===== src/shared/reset_init_pkg.sv =====
// Constants, types and event carrier for the reset and wake-up initialiser.
// Assumes one core clock; events arrive as single-cycle pulses from the core.
package reset_init_pkg;

  // ==========================================================================
  // Widths
  localparam int PC_W   = 21;
  localparam int PTR_W  = 5;
  localparam int BYTE_W = 8;

  // ==========================================================================
  // Vectors and resume offset
  localparam logic [PC_W-1:0] RESET_VECTOR   = 21'h0_0000;
  localparam logic [PC_W-1:0] HIGH_IRQ_VEC   = 21'h0_0008;
  localparam logic [PC_W-1:0] LOW_IRQ_VEC    = 21'h0_0018;
  localparam logic [PC_W-1:0] RESUME_STEP    = 21'h0_0002;

  // ==========================================================================
  // Reset values
  localparam logic [BYTE_W-1:0] TIMER0_CTRL_RST  = 8'hFF;
  localparam logic [BYTE_W-1:0] TIMER2_PERIOD_RST = 8'hFF;
  localparam logic [BYTE_W-1:0] TIMER1_CTRL_RST  = 8'h00;
  localparam logic [BYTE_W-1:0] IRQ_CTRL_RST     = 8'h00;
  localparam logic [BYTE_W-1:0] PIR_RST          = 8'h00;
  localparam logic [BYTE_W-1:0] OSC_CTRL_RST     = 8'h40;
  localparam logic [BYTE_W-1:0] RESET_CONTROL_STATUS_RST         = 8'h1C;

  // ==========================================================================
  // Field positions
  localparam int TMR1_CLR_BIT   = 6;
  localparam int OSC_STS_BIT    = 3;
  localparam int OSC_IOFS_BIT   = 1;
  localparam int RC_SBOREN      = 6;
  localparam int RC_RI          = 4;
  localparam int RC_TO          = 3;
  localparam int RC_PD          = 2;
  localparam int RC_POR         = 1;
  localparam int RC_BOR         = 0;
  localparam int SP_FULL        = 7;
  localparam int SP_UNDER       = 6;
  localparam int IRQ_CTRL_KEEP  = 0;

  // Implemented-bit masks; unimplemented bits read zero
  localparam logic [BYTE_W-1:0] RESET_CONTROL_STATUS_IMPL  = 8'hDF;
  localparam logic [BYTE_W-1:0] SP_IMPL    = 8'hDF;
  localparam logic [BYTE_W-1:0] PORT_A_INPUT_LOW6 = 8'h3F;
  localparam logic [BYTE_W-1:0] PORT_A_INPUT_HI2  = 8'hC0;

  // ==========================================================================
  // Event causes and power modes
  typedef enum logic [3:0] {
    EV_POR         = 4'h0,
    EV_BOR         = 4'h1,
    EV_MASTER_CLEAR        = 4'h2,
    EV_WDT         = 4'h3,
    EV_RESET_INSTR = 4'h4,
    EV_STACK_FULL  = 4'h5,
    EV_STACK_UNDER = 4'h6,
    EV_IRQ_WAKE    = 4'h7
  } cause_t;

  typedef enum logic [1:0] {
    PM_FULL  = 2'h0,
    PM_RUN   = 2'h1,
    PM_IDLE  = 2'h2,
    PM_SLEEP = 2'h3
  } power_mode_t;

  typedef struct packed {
    logic              valid;
    cause_t            cause;
    logic              high_prio;
    logic [BYTE_W-1:0] irq_ctrl_set;
    logic [BYTE_W-1:0] pir_set;
  } event_t;

  typedef struct packed {
    logic [BYTE_W-1:0] pins;
    logic [BYTE_W-1:0] latch;
    logic [BYTE_W-1:0] direction;
  } port_a_t;

endpackage : reset_init_pkg

===== src/rtl/register_reset_init.sv =====
// Reset and wake-up initialiser for core and peripheral registers.
// Assumes events are one-cycle pulses, synchronous to core_clk_i.
module register_reset_init
  import reset_init_pkg::*;
#(
  parameter logic SW_BOR_ON = 1'b0
)(
  input  wire logic                          core_clk_i,
  input  wire logic                          rst_n_i,
  input  wire reset_init_pkg::event_t        event_i,
  input  wire reset_init_pkg::power_mode_t   power_mode_i,
  input  wire logic                          stack_fault_reset_enable_i,
  input  wire logic                          high_prio_global_irq_en_i,
  input  wire logic                          low_prio_global_irq_en_i,
  input  wire logic [reset_init_pkg::PC_W-1:0] pc_i,
  input  wire logic                          osc_frees_port_a_input_hi_i,
  input  wire logic                          osc_start_done_i,
  input  wire logic                          int_osc_stable_i,
  input  wire reset_init_pkg::port_a_t       port_a_i,
  output logic [reset_init_pkg::PC_W-1:0]    pc_o,
  output logic                               core_reset_o,
  output logic [4:0]                         stack_top_upper_o,
  output logic [7:0]                         stack_top_high_o,
  output logic [7:0]                         stack_top_low_o,
  output logic [7:0]                         hw_stack_pointer_o,
  output logic [7:0]                         irq_control_reg_o,
  output logic [7:0]                         periph_irq_flag_reg_o,
  output logic [7:0]                         reset_control_status_o,
  output logic [7:0]                         oscillator_control_o,
  output logic [7:0]                         timer0_control_o,
  output logic [7:0]                         timer1_control_o,
  output logic [7:0]                         timer2_period_o,
  output logic [7:0]                         port_a_input_o,
  output logic [7:0]                         port_a_latch_o,
  output logic [7:0]                         port_a_direction_o
);
  import reset_init_pkg::*;

  // ==========================================================================
  // Event decode
  logic          is_por;
  logic          is_cold;
  logic          is_warm;
  logic          is_reset;
  logic          is_irq_wake;
  logic          gie_any;
  logic          in_low_power;
  logic          wdt_wake;
  logic          is_wake;
  logic          under_flag_only;
  logic [PTR_W-1:0] sp_ptr;
  logic [BYTE_W-1:0] sp_flags;
  logic [PC_W-1:0] next_pc;

  // Classify the incoming event
  always_comb
  begin
    is_por          = 1'b0;
    is_cold         = 1'b0;
    is_warm         = 1'b0;
    is_irq_wake     = 1'b0;
    wdt_wake        = 1'b0;
    under_flag_only = 1'b0;
    in_low_power    = (power_mode_i == PM_IDLE) || (power_mode_i == PM_SLEEP);
    if (event_i.valid)
    begin
      unique case (event_i.cause)
        EV_POR:         begin is_por = 1'b1; is_cold = 1'b1; end
        EV_BOR:         is_cold = 1'b1;
        EV_MASTER_CLEAR:        is_warm = 1'b1;
        EV_RESET_INSTR: is_warm = 1'b1;
        EV_STACK_FULL:  is_warm = stack_fault_reset_enable_i;
        EV_STACK_UNDER:
        begin
          is_warm         = stack_fault_reset_enable_i;
          under_flag_only = !stack_fault_reset_enable_i;
        end
        EV_WDT:
        begin
          wdt_wake = in_low_power;
          is_warm  = !in_low_power;
        end
        EV_IRQ_WAKE:    is_irq_wake = 1'b1;
        default:        ;
      endcase
    end
  end

  assign is_reset = is_cold || is_warm;
  assign is_wake  = wdt_wake || is_irq_wake;
  assign gie_any  = high_prio_global_irq_en_i || low_prio_global_irq_en_i;
  assign sp_ptr   = hw_stack_pointer_o[PTR_W-1:0];
  assign sp_flags = hw_stack_pointer_o & ~8'h1F;

  // Program counter target selection
  always_comb
  begin
    next_pc = pc_o;
    if (is_reset)
      next_pc = RESET_VECTOR;
    else if (is_irq_wake && gie_any)
      next_pc = event_i.high_prio ? HIGH_IRQ_VEC : LOW_IRQ_VEC;
    else if (is_wake)
      next_pc = pc_i + RESUME_STEP;
  end

  // ==========================================================================
  // Program counter and reset pulse
  always_ff @(posedge core_clk_i or negedge rst_n_i)
  begin
    if (!rst_n_i)
    begin
      pc_o         <= RESET_VECTOR;
      core_reset_o <= 1'b1;
    end
    else
    begin
      pc_o         <= next_pc;
      core_reset_o <= is_reset;
    end
  end

  // ==========================================================================
  // Hardware stack top and pointer
  always_ff @(posedge core_clk_i or negedge rst_n_i)
  begin
    if (!rst_n_i)
    begin
      stack_top_upper_o  <= 5'h00;
      stack_top_high_o   <= 8'h00;
      stack_top_low_o    <= 8'h00;
      hw_stack_pointer_o <= 8'h00;
    end
    else if (is_reset)
    begin
      stack_top_upper_o  <= 5'h00;
      stack_top_high_o   <= 8'h00;
      stack_top_low_o    <= 8'h00;
      // Flags kept on warm and brown-out resets, cleared on power-on
      hw_stack_pointer_o <= is_por ? 8'h00 : sp_flags;
      if (event_i.cause == EV_STACK_FULL)
        hw_stack_pointer_o[SP_FULL] <= 1'b1;
      if (event_i.cause == EV_STACK_UNDER)
        hw_stack_pointer_o[SP_UNDER] <= 1'b1;
    end
    else if (is_irq_wake && gie_any)
    begin
      stack_top_upper_o  <= pc_i[20:16];
      stack_top_high_o   <= pc_i[15:8];
      stack_top_low_o    <= pc_i[7:0];
      hw_stack_pointer_o <= (sp_flags | {3'h0, sp_ptr + 5'h01}) & SP_IMPL;
    end
    else if (under_flag_only)
      hw_stack_pointer_o[SP_UNDER] <= 1'b1;
  end

  // ==========================================================================
  // Wake cause flags
  always_ff @(posedge core_clk_i or negedge rst_n_i)
  begin
    if (!rst_n_i)
    begin
      irq_control_reg_o     <= IRQ_CTRL_RST;
      periph_irq_flag_reg_o <= PIR_RST;
    end
    else if (is_reset)
    begin
      // Bit 0 cleared on cold resets, unchanged on warm resets
      irq_control_reg_o     <= is_cold ? IRQ_CTRL_RST :
                               (irq_control_reg_o & 8'h01);
      periph_irq_flag_reg_o <= PIR_RST;
    end
    else if (is_irq_wake)
    begin
      irq_control_reg_o     <= irq_control_reg_o | event_i.irq_ctrl_set;
      periph_irq_flag_reg_o <= periph_irq_flag_reg_o | event_i.pir_set;
    end
  end

  // ==========================================================================
  // Reset cause status
  always_ff @(posedge core_clk_i or negedge rst_n_i)
  begin
    if (!rst_n_i)
      reset_control_status_o <= RESET_CONTROL_STATUS_RST | {1'b0, SW_BOR_ON, 6'h00};
    else if (event_i.valid)
    begin
      unique case (event_i.cause)
        EV_POR:
        begin
          reset_control_status_o <= RESET_CONTROL_STATUS_RST | {1'b0, SW_BOR_ON, 6'h00};
        end
        EV_BOR:
        begin
          reset_control_status_o[RC_RI]  <= 1'b1;
          reset_control_status_o[RC_TO]  <= 1'b1;
          reset_control_status_o[RC_PD]  <= 1'b1;
          reset_control_status_o[RC_BOR] <= 1'b0;
          if (!SW_BOR_ON)
            reset_control_status_o[RC_SBOREN] <= 1'b0;
        end
        EV_RESET_INSTR: reset_control_status_o[RC_RI] <= 1'b0;
        EV_MASTER_CLEAR:
        begin
          if (power_mode_i != PM_FULL)
            reset_control_status_o[RC_TO] <= 1'b1;
          if (in_low_power)
            reset_control_status_o[RC_PD] <= 1'b0;
        end
        EV_WDT:
        begin
          reset_control_status_o[RC_TO] <= 1'b0;
          if (in_low_power)
            reset_control_status_o[RC_PD] <= 1'b0;
        end
        EV_IRQ_WAKE: reset_control_status_o[RC_PD] <= 1'b0;
        default: ;
      endcase
    end
  end

  // ==========================================================================
  // Oscillator status
  always_ff @(posedge core_clk_i or negedge rst_n_i)
  begin
    if (!rst_n_i)
      oscillator_control_o <= OSC_CTRL_RST;
    else if (is_reset)
    begin
      oscillator_control_o              <= OSC_CTRL_RST;
      oscillator_control_o[OSC_STS_BIT] <= osc_start_done_i;
    end
    else if (is_wake)
      oscillator_control_o[OSC_IOFS_BIT] <= int_osc_stable_i;
  end

  // ==========================================================================
  // Timer control and period
  always_ff @(posedge core_clk_i or negedge rst_n_i)
  begin
    if (!rst_n_i)
    begin
      timer0_control_o <= TIMER0_CTRL_RST;
      timer1_control_o <= TIMER1_CTRL_RST;
      timer2_period_o  <= TIMER2_PERIOD_RST;
    end
    else
    begin
      if (is_reset || is_wake)
        timer2_period_o <= TIMER2_PERIOD_RST;
      if (is_reset)
        timer0_control_o <= TIMER0_CTRL_RST;
      if (is_cold)
        timer1_control_o <= TIMER1_CTRL_RST;
      else if (is_warm)
        timer1_control_o[TMR1_CLR_BIT] <= 1'b0;
    end
  end

  // ==========================================================================
  // Port A gating of the oscillator-shared bits
  logic [BYTE_W-1:0] port_a_input_mask;

  assign port_a_input_mask = PORT_A_INPUT_LOW6 | (osc_frees_port_a_input_hi_i ? PORT_A_INPUT_HI2 : 8'h00);

  always_ff @(posedge core_clk_i or negedge rst_n_i)
  begin
    if (!rst_n_i)
    begin
      port_a_input_o     <= 8'h00;
      port_a_latch_o     <= 8'h00;
      port_a_direction_o <= 8'h00;
    end
    else
    begin
      port_a_input_o     <= port_a_i.pins & port_a_input_mask;
      port_a_latch_o     <= port_a_i.latch & port_a_input_mask;
      port_a_direction_o <= port_a_i.direction & port_a_input_mask;
    end
  end

endmodule : register_reset_init


===== config.mk =====
export PLATFORM = sky130hd
export DESIGN_NAME = register_reset_init
export DESIGN_NICKNAME = d
export VERILOG_FILES = /design/src/shared/reset_init_pkg.sv /design/src/rtl/register_reset_init.sv
export SDC_FILE = /design/constraint.sdc
export NUM_CORES = 1
export LEC_CHECK = 0
export BUFFER_PORTS_ARGS = -buffer_cell sky130_fd_sc_hd__buf_2
export CORE_MARGIN = 1.5
export CORE_UTILIZATION = 41
export CTS_CLUSTER_SIZE = 16
export DETAILED_ROUTE_END_ITERATION = 10
export HOLD_SLACK_MARGIN = 0.02
export PLACE_DENSITY = 0.8
export SLEW_MARGIN = 20
export SYNTH_ARGS = -nofsm -noshare
export SYNTH_HDL_FRONTEND = slang
export SYNTH_SLANG_ARGS = --single-unit

===== constraint.sdc =====
create_clock -name core_clk_i -period 1 [get_ports core_clk_i]
set_input_delay 0.1 -clock core_clk_i [delete_from_list [all_inputs] [get_ports core_clk_i]]
set_output_delay 0.1 -clock core_clk_i [all_outputs]
set_load 0.05 [all_outputs]

# == Yosys cells after proc, flatten, opt, wreduce, memory -nomap -nowiden ==
# Cells that the tools add are included.
# word_totals
input_bits,77
latchBits,0
reg_bits,97
romBits,0
mem_count,0
ram_bits,0
word_cells,118
# classes
n_mul,0
bitwise,6
eq_ne,15
n_reduce_logical,29
add_sub_neg,2
shift,0
n_lt_le_gt_ge,0
div_mod_pow,0
n_mux,45
# op_table
operator,count
8-bit 2-to-1 mux,11
21-bit 2-to-1 mux,3
8-bit AND,3
1-bit 2-to-1 mux,23
"21-bit by 2-bit adder with 21-bit output, second input constant",1
"4-bit by 3-bit == test with 1-bit output, second input constant",4
8-bit OR,2
5-bit 2-to-1 mux,3
2-bit nonzero test,6
3-bit nonzero test,4
2-bit AND reduction,5
1-bit case mux with 3 select lines,3
"4-bit by 2-bit == test with 1-bit output, second input constant",2
8-bit by 5-bit OR with 8-bit output,1
2-bit OR reduction,4
6-bit 2-to-1 mux,1
"2-bit inequality test, second input constant",3
"3-bit by 2-bit inequality test with 1-bit output, second input constant",2
3-bit AND reduction,2
"5-bit by 1-bit adder with 5-bit output, second input constant",1
"2-bit == test, second input constant",2
"4-bit by 1-bit == test with 1-bit output, second input constant",1
4-bit logical NOT,1
1-bit logical OR,4
other kinds (4),5

# == Depth between registers and ports, before layout ==
# Gate-level depths: netlist of run 1.
# logic_depth
depth_word,8
ltp_mapped,7
ltp_nobuf,6

# == Worst setup path after synthesis of run 1 ==
# No wires, ideal clock.
# synth_path
path_kind,input port to flip-flop
start,in event_i[17] (netlist bit)
end,reg oscillator_control_o[3]
stages,4
path_slack_ns,-0.386
arrival_time_ns,1.261
n_path_buf,1
path_cell_list,buf_4 -> maj3_2 -> a221oi_4 -> mux2_2
# synth_via
elab_chain_cells,5
elab_cells_between_ends,15
classes_between,eq/ne (6); mux (4); reduce/logical (5)
# synth_rtl
item,line_no,text
from (decl),register_reset_init.sv:10,"input wire reset_init_pkg::event_t event_i,"
"4-bit by 3-bit == test with 1-bit output, or another cell as far along",register_reset_init.sv:67,unique case (event_i.cause)
2-bit OR reduction (no line),n/a,
1-bit case mux with 3 select lines or 1-bit 2-to-1 mux (tied branches),register_reset_init.sv:67,
1-bit 2-to-1 mux,register_reset_init.sv:65,if (event_i.valid)
1-bit logical OR (*),register_reset_init.sv:89,assign is_reset = is_cold || is_warm;
"to (signal, indexed assignment)",register_reset_init.sv:231,oscillator_control_o[OSC_STS_BIT] <= osc_start_done_i;
"to (signal, indexed assignment)",register_reset_init.sv:234,oscillator_control_o[OSC_IOFS_BIT] <= int_osc_stable_i;
to (decl),register_reset_init.sv:29,"output logic [7:0] oscillator_control_o,"
# Mark *: on every way between the ends. The rest lies on a longest branch, timed or not.
# A chain may end at the register's enable or synchronous reset.

# == Final worst setup path of run 1 ==
# layout_path
start,reg reset_control_status_o[3]
end,out reset_control_status_o[3]
# layout_rtl
item,line_no,text
from (decl),register_reset_init.sv:28,"output logic [7:0] reset_control_status_o,"
from (signal assigned),register_reset_init.sv:185,"reset_control_status_o <= RESET_CONTROL_STATUS_RST | {1'b0, SW_BOR_ON, 6'h00};"
from (signal assigned),register_reset_init.sv:191,"reset_control_status_o <= RESET_CONTROL_STATUS_RST | {1'b0, SW_BOR_ON, 6'h00};"
# No word-level cell between the ends.

==> results.toml, run 1 <==
[critical_path]
crit_type = "flip-flop to output pin"
reg2reg_depth = 4
crit_path_start_kind = "flip-flop"
reg2reg_setup_slack_ps = -170
critPathMaxFanout = 2
rr_endpoint = "reset_control_status_o[3]$_DFFE_PN1P_"
path_cells = "buf_8"
crit_path_top_delay_cell = "dfstp_2"
end_kind = "output pin"
cp_num_buf_inv = 1
critPathMaxStageDelay_ps = 570
cp_top_family = "flip-flops"
cp.required_ps = 900
arrival_ps = 1080
r2r-start = "reset_control_status_o[3]$_DFFE_PN1P_"

[route]
detail_route.wl_per_cell_um = 18.9
highest_layer = "met4"
drt.antenna.violating_nets = 0
vias_per_cell = 4.95
met1_length_um = 5890
wl_met2_um = 8490
met3WireLength_um = 1270
first_iter_violations = 177
drc = 0
dr.pass1.iters = 5
route.final.wire_length_um = 16300
vias = 4275

[clocking]
clk_latency_ps = 370
cts_max_level = 3
clk_path_buf_depth = 2
cts_tree = "yes"
cts_buffers = 9
cts.clk_slew.worst_paths_ps = 90
clockRootBuffer = "clkbuf_8"
cts_sinks = 95

[run_status]
status = "finished with violations"
violations = "negative setup slack"

[final_layout]
stdcell_area_sq_um = 7450
synthToLayoutAreaGrowth_pct = 79.5
diodes = 0
fin_nets = 804
layout-drive-gt1-share_pct = 48.6
fin_util_pct = 76.2

[pwr]
swShare_pct = 37.0
finalPower_mw = 10.2
ir_drop_uv = 920
p_int_mw = 6.40
seq_power_share_pct = 42.7
leakage_nw = 3.64
power.share.clock_pct = 23.7
power_density_nw_per_um2 = 1360
power_frac_comb_pct = 33.7
switching_power_mw = 3.76

[timing]
period_share_pct = 118
maxSlewViolCount = 0
setup_viol = 133
rsz0062_at_grt = "yes"
final-hold-violation-count = 0
clock_skew_ps = 4.28
period_needed_ps = 1180
hold_ws_ps = 47.7
max_freq_ghz = 0.847
setup_ws_ps = -181

[die]
rows = 36
die_area_sq_um = 10700
core_sq_um = 9770
start_util_pct = 42.5
fp.dieW_um = 104
die_h_um = 104
io_pins = 208

[synthesis]
ys_async_sr_fraction_pct = 100
synth_top_area_share_pct = 54.9
avgSynthCellArea_sq_um = 10.3
ys_top_cells_by_area = "dfrtp_1 (55%), nand2_1 (7.0%), buf_4 (6.9%), a21oi_1 (5.3%), dfstp_2 (2.5%)"
syn-cell-area_sq_um = 4150
synth_edf_count = 0
syn_inst = 402
yosysWarningCount = 0
ys_types = 45
synth_top_area_cell = "dfrtp_1"
synth_seq_area_share_pct = 57.4
ys_seq_elements = 95
synth_flop_cell = "dfrtp_1"

[min_path]
worstHoldPathType = "primary input to flip-flop"
hold_depth = 3
holdPathEnd = "pc_o[19]$_DFFE_PN0P_"
hp-start = "pc_i[19]"

[job]
cap_violations = 0

[global_route]
antenna_found_initial = 0
grt_pass1_vias = 4465
grt_use_total_pct = 27.5
grt_pass1_wl_um = 23100
overflow = 0
grt_start_max_net_pins = 41

[placement]
globalplace.congestion = 0.813
place_hpwl_um = 8380
portBuffers = 171
placed_area_sq_um = 5450
pre_cts_ws_ps = -490
[registers in the layout, summed over array words and instances (netlist names)]
signal	count
port_a_latch_o	8
stack_top_upper_o	5
port_a_input_o	8
stack_top_low_o	8
core_reset_o	1
oscillator_control_o	2
reset_control_status_o	3
pc_o	21
hw_stack_pointer_o	7
periph_irq_flag_reg_o	8
irq_control_reg_o	8
port_a_direction_o	8
stack_top_high_o	8
[what timing repair did]
item,CTS,global route
resized for setup,212,38
setup buffers,25,26
gates cloned,0,5
hold buffers,49,0
endpoints found under the setup margin,118,126
pin swaps,8,3
endpoints found under the hold margin,141,0
[logic make-up after synthesis]
| family | after synthesis | share of synthesized area, % |
|---|---|---|
| XOR/XNOR | 23 | 4.85 |
| adder cells (fa/ha/maj) | 3 | 0.874 |
| multiplexers | 2 | 0.513 |
| AO/OA/AOI/OAI | 73 | 10.1 |
| AND/OR/NAND/NOR | 146 | 16.5 |
| flip-flops | 95 | 57.4 |
| buffers and inverters | 58 | 9.62 |
| other | 2 | 0.181 |
[layer usage]
layer,GRT usage [%],vias up
met1,30.7,2089
met2,49.5,236
met3,8.12,53
met4,10.1,0
met5,0,-
li1,-,1897
[final cells by class]
type	instances	area [sq um]
clock buffers	9	124
clock inverters	7	55.1
fillers	570	2320
inverters	5	18.8
multi-input cells	283	1700
flip-flops and latches	95	2380
well taps	133	166
repair buffers	331	3000
[power by group through the flow]
stage / clock network, mW / logic (mW) / registers, mW
2_1_floorplan: 0 / 0.803 / 5.24
3_3_place_gp: 0 / 2.38 / 4.31
3_5_place_dp: 0 / 2.42 / 4.32
4_1_cts: 2.41 / 3.06 / 4.31
5_1_grt: 2.57 / 3.55 / 4.35
6_report: 2.40 / 3.42 / 4.33
[synth_stat cells, types with 2 or more instances]
cell type and number:
dfstp_2 4, a21oi_1 44, xor2_1 11, dfrtp_1 91
nor3_1 4, buf_4 38, buf_6 4, nand3_1 8
ha_1 2, conb_1 2, o21ai_1 8, nand2_1 77
nand4_1 2, buf_2 6, or3_1 3, and2_1 8
clkbuf_1 4, o21ai_0 10, nor3_2 4, nand2b_1 3
o31ai_1 2, o22ai_1 2, nor2_1 28, xnor2_1 12
inv_1 5
[worst max-delay path by stage]
stage | start | depth (start not counted) | end | slack [ps]
3_3_place_gp | stack_fault_reset_enable_i | 7 | pc_o[0]$_DFFE_PN0P_ | -400
3_5_place_dp | stack_fault_reset_enable_i | 7 | hw_stack_pointer_o[6]$_DFFE_PN0P_ | -490
2_1_floorplan | event_i[18] | 6 | hw_stack_pointer_o[0]$_DFFE_PN0P_ | -320
6_report | reset_control_status_o[3]$_DFFE_PN1P_ | 1 | reset_control_status_o[3] | -180
4_1_cts | reset_control_status_o[3]$_DFFE_PN1P_ | 1 | reset_control_status_o[3] | -190
5_1_grt | core_reset_o$_DFF_PN1_ | 1 | core_reset_o | -210
[placed cells by master (no fill, tap or decap), types with 3 or more instances in the layout]
| master | Yosys | layout |
|---|---|---|
| buf_4 | 38 | 95 |
| nor3_4 | 0 | 4 |
| nor2_1 | 28 | 18 |
| inv_1 | 5 | 4 |
| conb_1 | 2 | 36 |
| nor3_2 | 4 | 3 |
| nand2_1 | 77 | 76 |
| dfrtp_1 | 91 | 89 |
| xor2_1 | 11 | 11 |
| clkbuf_16 | 0 | 4 |
| and2_1 | 8 | 8 |
| nand3_1 | 8 | 8 |
| buf_8 | 0 | 6 |
| o21ai_0 | 10 | 9 |
| nor2_2 | 0 | 8 |
| buf_6 | 4 | 101 |
| dlygate4sd3_1 | 0 | 49 |
| clkbuf_8 | 0 | 9 |
| buf_2 | 6 | 70 |
| a21oi_2 | 0 | 16 |
| dfstp_2 | 4 | 4 |
| xnor2_1 | 12 | 12 |
| a21oi_1 | 44 | 26 |
| buf_12 | 0 | 6 |
| o21ai_1 | 8 | 9 |
[stage by stage]
step / std cells / TNS [ps]
after floorplan: 436 / -16560
after global placement: 742 / -22170
after global routing: 863 / -10390
final: 863 / -6280
after CTS: 832 / -5540
after detailed placement: 742 / -26110
No activity file was read; power rests on OpenSTA's default activity.
==> run 2, diff against run 1 <==
- CELL_PAD_IN_SITES_DETAIL_PLACEMENT: not set -> 0
- CELL_PAD_IN_SITES_GLOBAL_PLACEMENT: not set -> 1
- CORE_UTILIZATION: 41 -> 30
==> run 2 against run 1 <==
  * Final cell count increased by 3.6%
  * Utilization decreased by 19 points
  * Wire length decreased by 15%
  * Sequential cell count unchanged
  * Global-route usage decreased by 8.5 points
  * Count of clock-buffer cells in the layout unchanged
  * Non-clock buffer count decreased by 13
  * The flow still finishes with violations (negative setup slack)
  * Clock skew decreased by 4.2 ps
  * Combinational power decreased by 3%
  * Die area increased by 36%
==> results.toml, run 2 (same netlist as run 1, synthesis figures left out) <==
[critical_path]
crit_path_top_delay_cell = "dfstp_2"
cp_top_family = "flip-flops"
critPathMaxStageDelay_ps = 540
reg2reg_depth = 5
end_kind = "output pin"
cp_num_buf_inv = 1
arrival_ps = 1040
r2r-start = "hw_stack_pointer_o[1]$_DFFE_PN0P_"
reg2reg_setup_slack_ps = -120
path_cells = "buf_6"
rr_endpoint = "hw_stack_pointer_o[4]$_DFFE_PN0P_"
cp.required_ps = 900
crit_type = "flip-flop to output pin"
crit_path_start_kind = "flip-flop"
critPathMaxFanout = 2

[global_route]
overflow = 0
grt_use_total_pct = 19.0
grt_start_max_net_pins = 42
grt_pass1_vias = 4204
grt_pass1_wl_um = 21300
antenna_found_initial = 0

[placement]
portBuffers = 171
place_hpwl_um = 8470
globalplace.congestion = 0.798
dp.cells = 783
placed_area_sq_um = 5490

[final_layout]
synthToLayoutAreaGrowth_pct = 84.7
layout_commonest_cell = "buf_6"
final_cell_mix = "buf_6 (99), dfrtp_1 (89), buf_4 (85), nand2_1 (75), buf_2 (69)"
finalNonFillerCells = 894
stdcell_area_sq_um = 7660
largest_reg_flops = 21
fin_nets = 791
fin_util_pct = 57.4
layout-drive-gt1-share_pct = 51.5
fill_cells = 1085
top_register = "pc_o"

[pwr]
power_frac_comb_pct = 30.6
seq_power_share_pct = 39.8
finalPower_mw = 10.8
power.share.clock_pct = 29.6
power_density_nw_per_um2 = 1410
leakage_nw = 3.70
ir_drop_uv = 979
p_int_mw = 7.12
swShare_pct = 34.3
switching_power_mw = 3.71

[route]
vias = 4002
route.final.wire_length_um = 13800
vias_per_cell = 4.48
dr.pass1.iters = 4
first_iter_violations = 186
detail_route.wl_per_cell_um = 15.4
drt.antenna.violating_nets = 0
drc = 0

[die]
io_pins = 208
fp.dieW_um = 121
die_h_um = 121
core_sq_um = 13300
rows = 42
die_area_sq_um = 14500
start_util_pct = 31.1

[clocking]
cts_sinks = 95
cts_tree = "yes"
cts.clk_slew.worst_paths_ps = 70
clk_latency_ps = 350
cts_buffers = 9
clk_path_buf_depth = 2
clockRootBuffer = "clkbuf_16"
cts_max_level = 3

[timing]
period_needed_ps = 1140
setup_ws_ps = -138
setup_viol = 98
clock_skew_ps = 0.0530
period_share_pct = 114
max_freq_ghz = 0.879
hold_ws_ps = 38.5
final-hold-violation-count = 0
maxSlewViolCount = 0
rsz0062_at_grt = "yes"

[min_path]
holdPathEnd = "irq_control_reg_o[0]$_DFFE_PN0P_"
worstHoldPathType = "primary input to flip-flop"
hold_depth = 3
hp-start = "event_i[8]"

[job]
cap_violations = 0

[run_status]
violations = "negative setup slack"
status = "finished with violations"
run 2: timing repair:
action	CTS	global route
buffers inserted	29	17
cloned	2	2
hold endpoints to repair	136	0
resized for setup	222	73
pin swaps	12	13
setup endpoints to repair	150	160
hold buffers	46	0
run 2: power groups by stage:
stage	Clock [mW]	Sequential (mW)	Combinational [mW]
2_1_floorplan	0	5.24	0.803
3_3_place_gp	0	4.32	2.38
3_5_place_dp	0	4.32	2.41
4_1_cts	3.29	4.31	3.08
5_1_grt	3.47	4.34	3.50
6_report	3.21	4.31	3.32
run 2: metrics by stage:
step                TNS [ps]  setup WS (ps)
finish                 -3440           -138
global route           -7720           -171
CTS                    -3180           -157
detailed placement    -29710           -516
global placement      -25870           -443
floorplan             -16560           -320
run 2: how the worst max path moves through the flow:
stage | start | depth (start not counted) | end
2_1_floorplan | event_i[18] | 6 | hw_stack_pointer_o[0]$_DFFE_PN0P_
3_3_place_gp | stack_fault_reset_enable_i | 6 | pc_o[0]$_DFFE_PN0P_
3_5_place_dp | stack_fault_reset_enable_i | 6 | hw_stack_pointer_o[6]$_DFFE_PN0P_
4_1_cts | reset_control_status_o[4]$_DFFE_PN1P_ | 1 | reset_control_status_o[4]
5_1_grt | hw_stack_pointer_o[0]$_DFFE_PN0P_ | 2 | hw_stack_pointer_o[0]
6_report | reset_control_status_o[4]$_DFFE_PN1P_ | 1 | reset_control_status_o[4]
run 2: per-layer routing:
layer / global-route usage [%] / part of all wire [%] / vias up
li1: - / - / 1874
met1: 22.2 / 40 / 1912
met2: 31.3 / 49 / 189
met3: 7.45 / 8.7 / 27
met4: 7.65 / 2.5 / 0
met5: 0 / 0 / -
run 2: final cells by class:
cell class / instances / area, sq um / share of cell area [%]
repair buffers: 318 / 2930 / 38.2
inverters: 5 / 18.8 / 0.245
clock buffers: 9 / 225 / 2.94
flip-flops and latches: 95 / 2380 / 31.1
clock inverters: 7 / 47.5 / 0.620
well taps: 176 / 220 / 2.87
diodes: 1 / 2.50 / 0.0326
multi-input cells: 283 / 1840 / 24.0
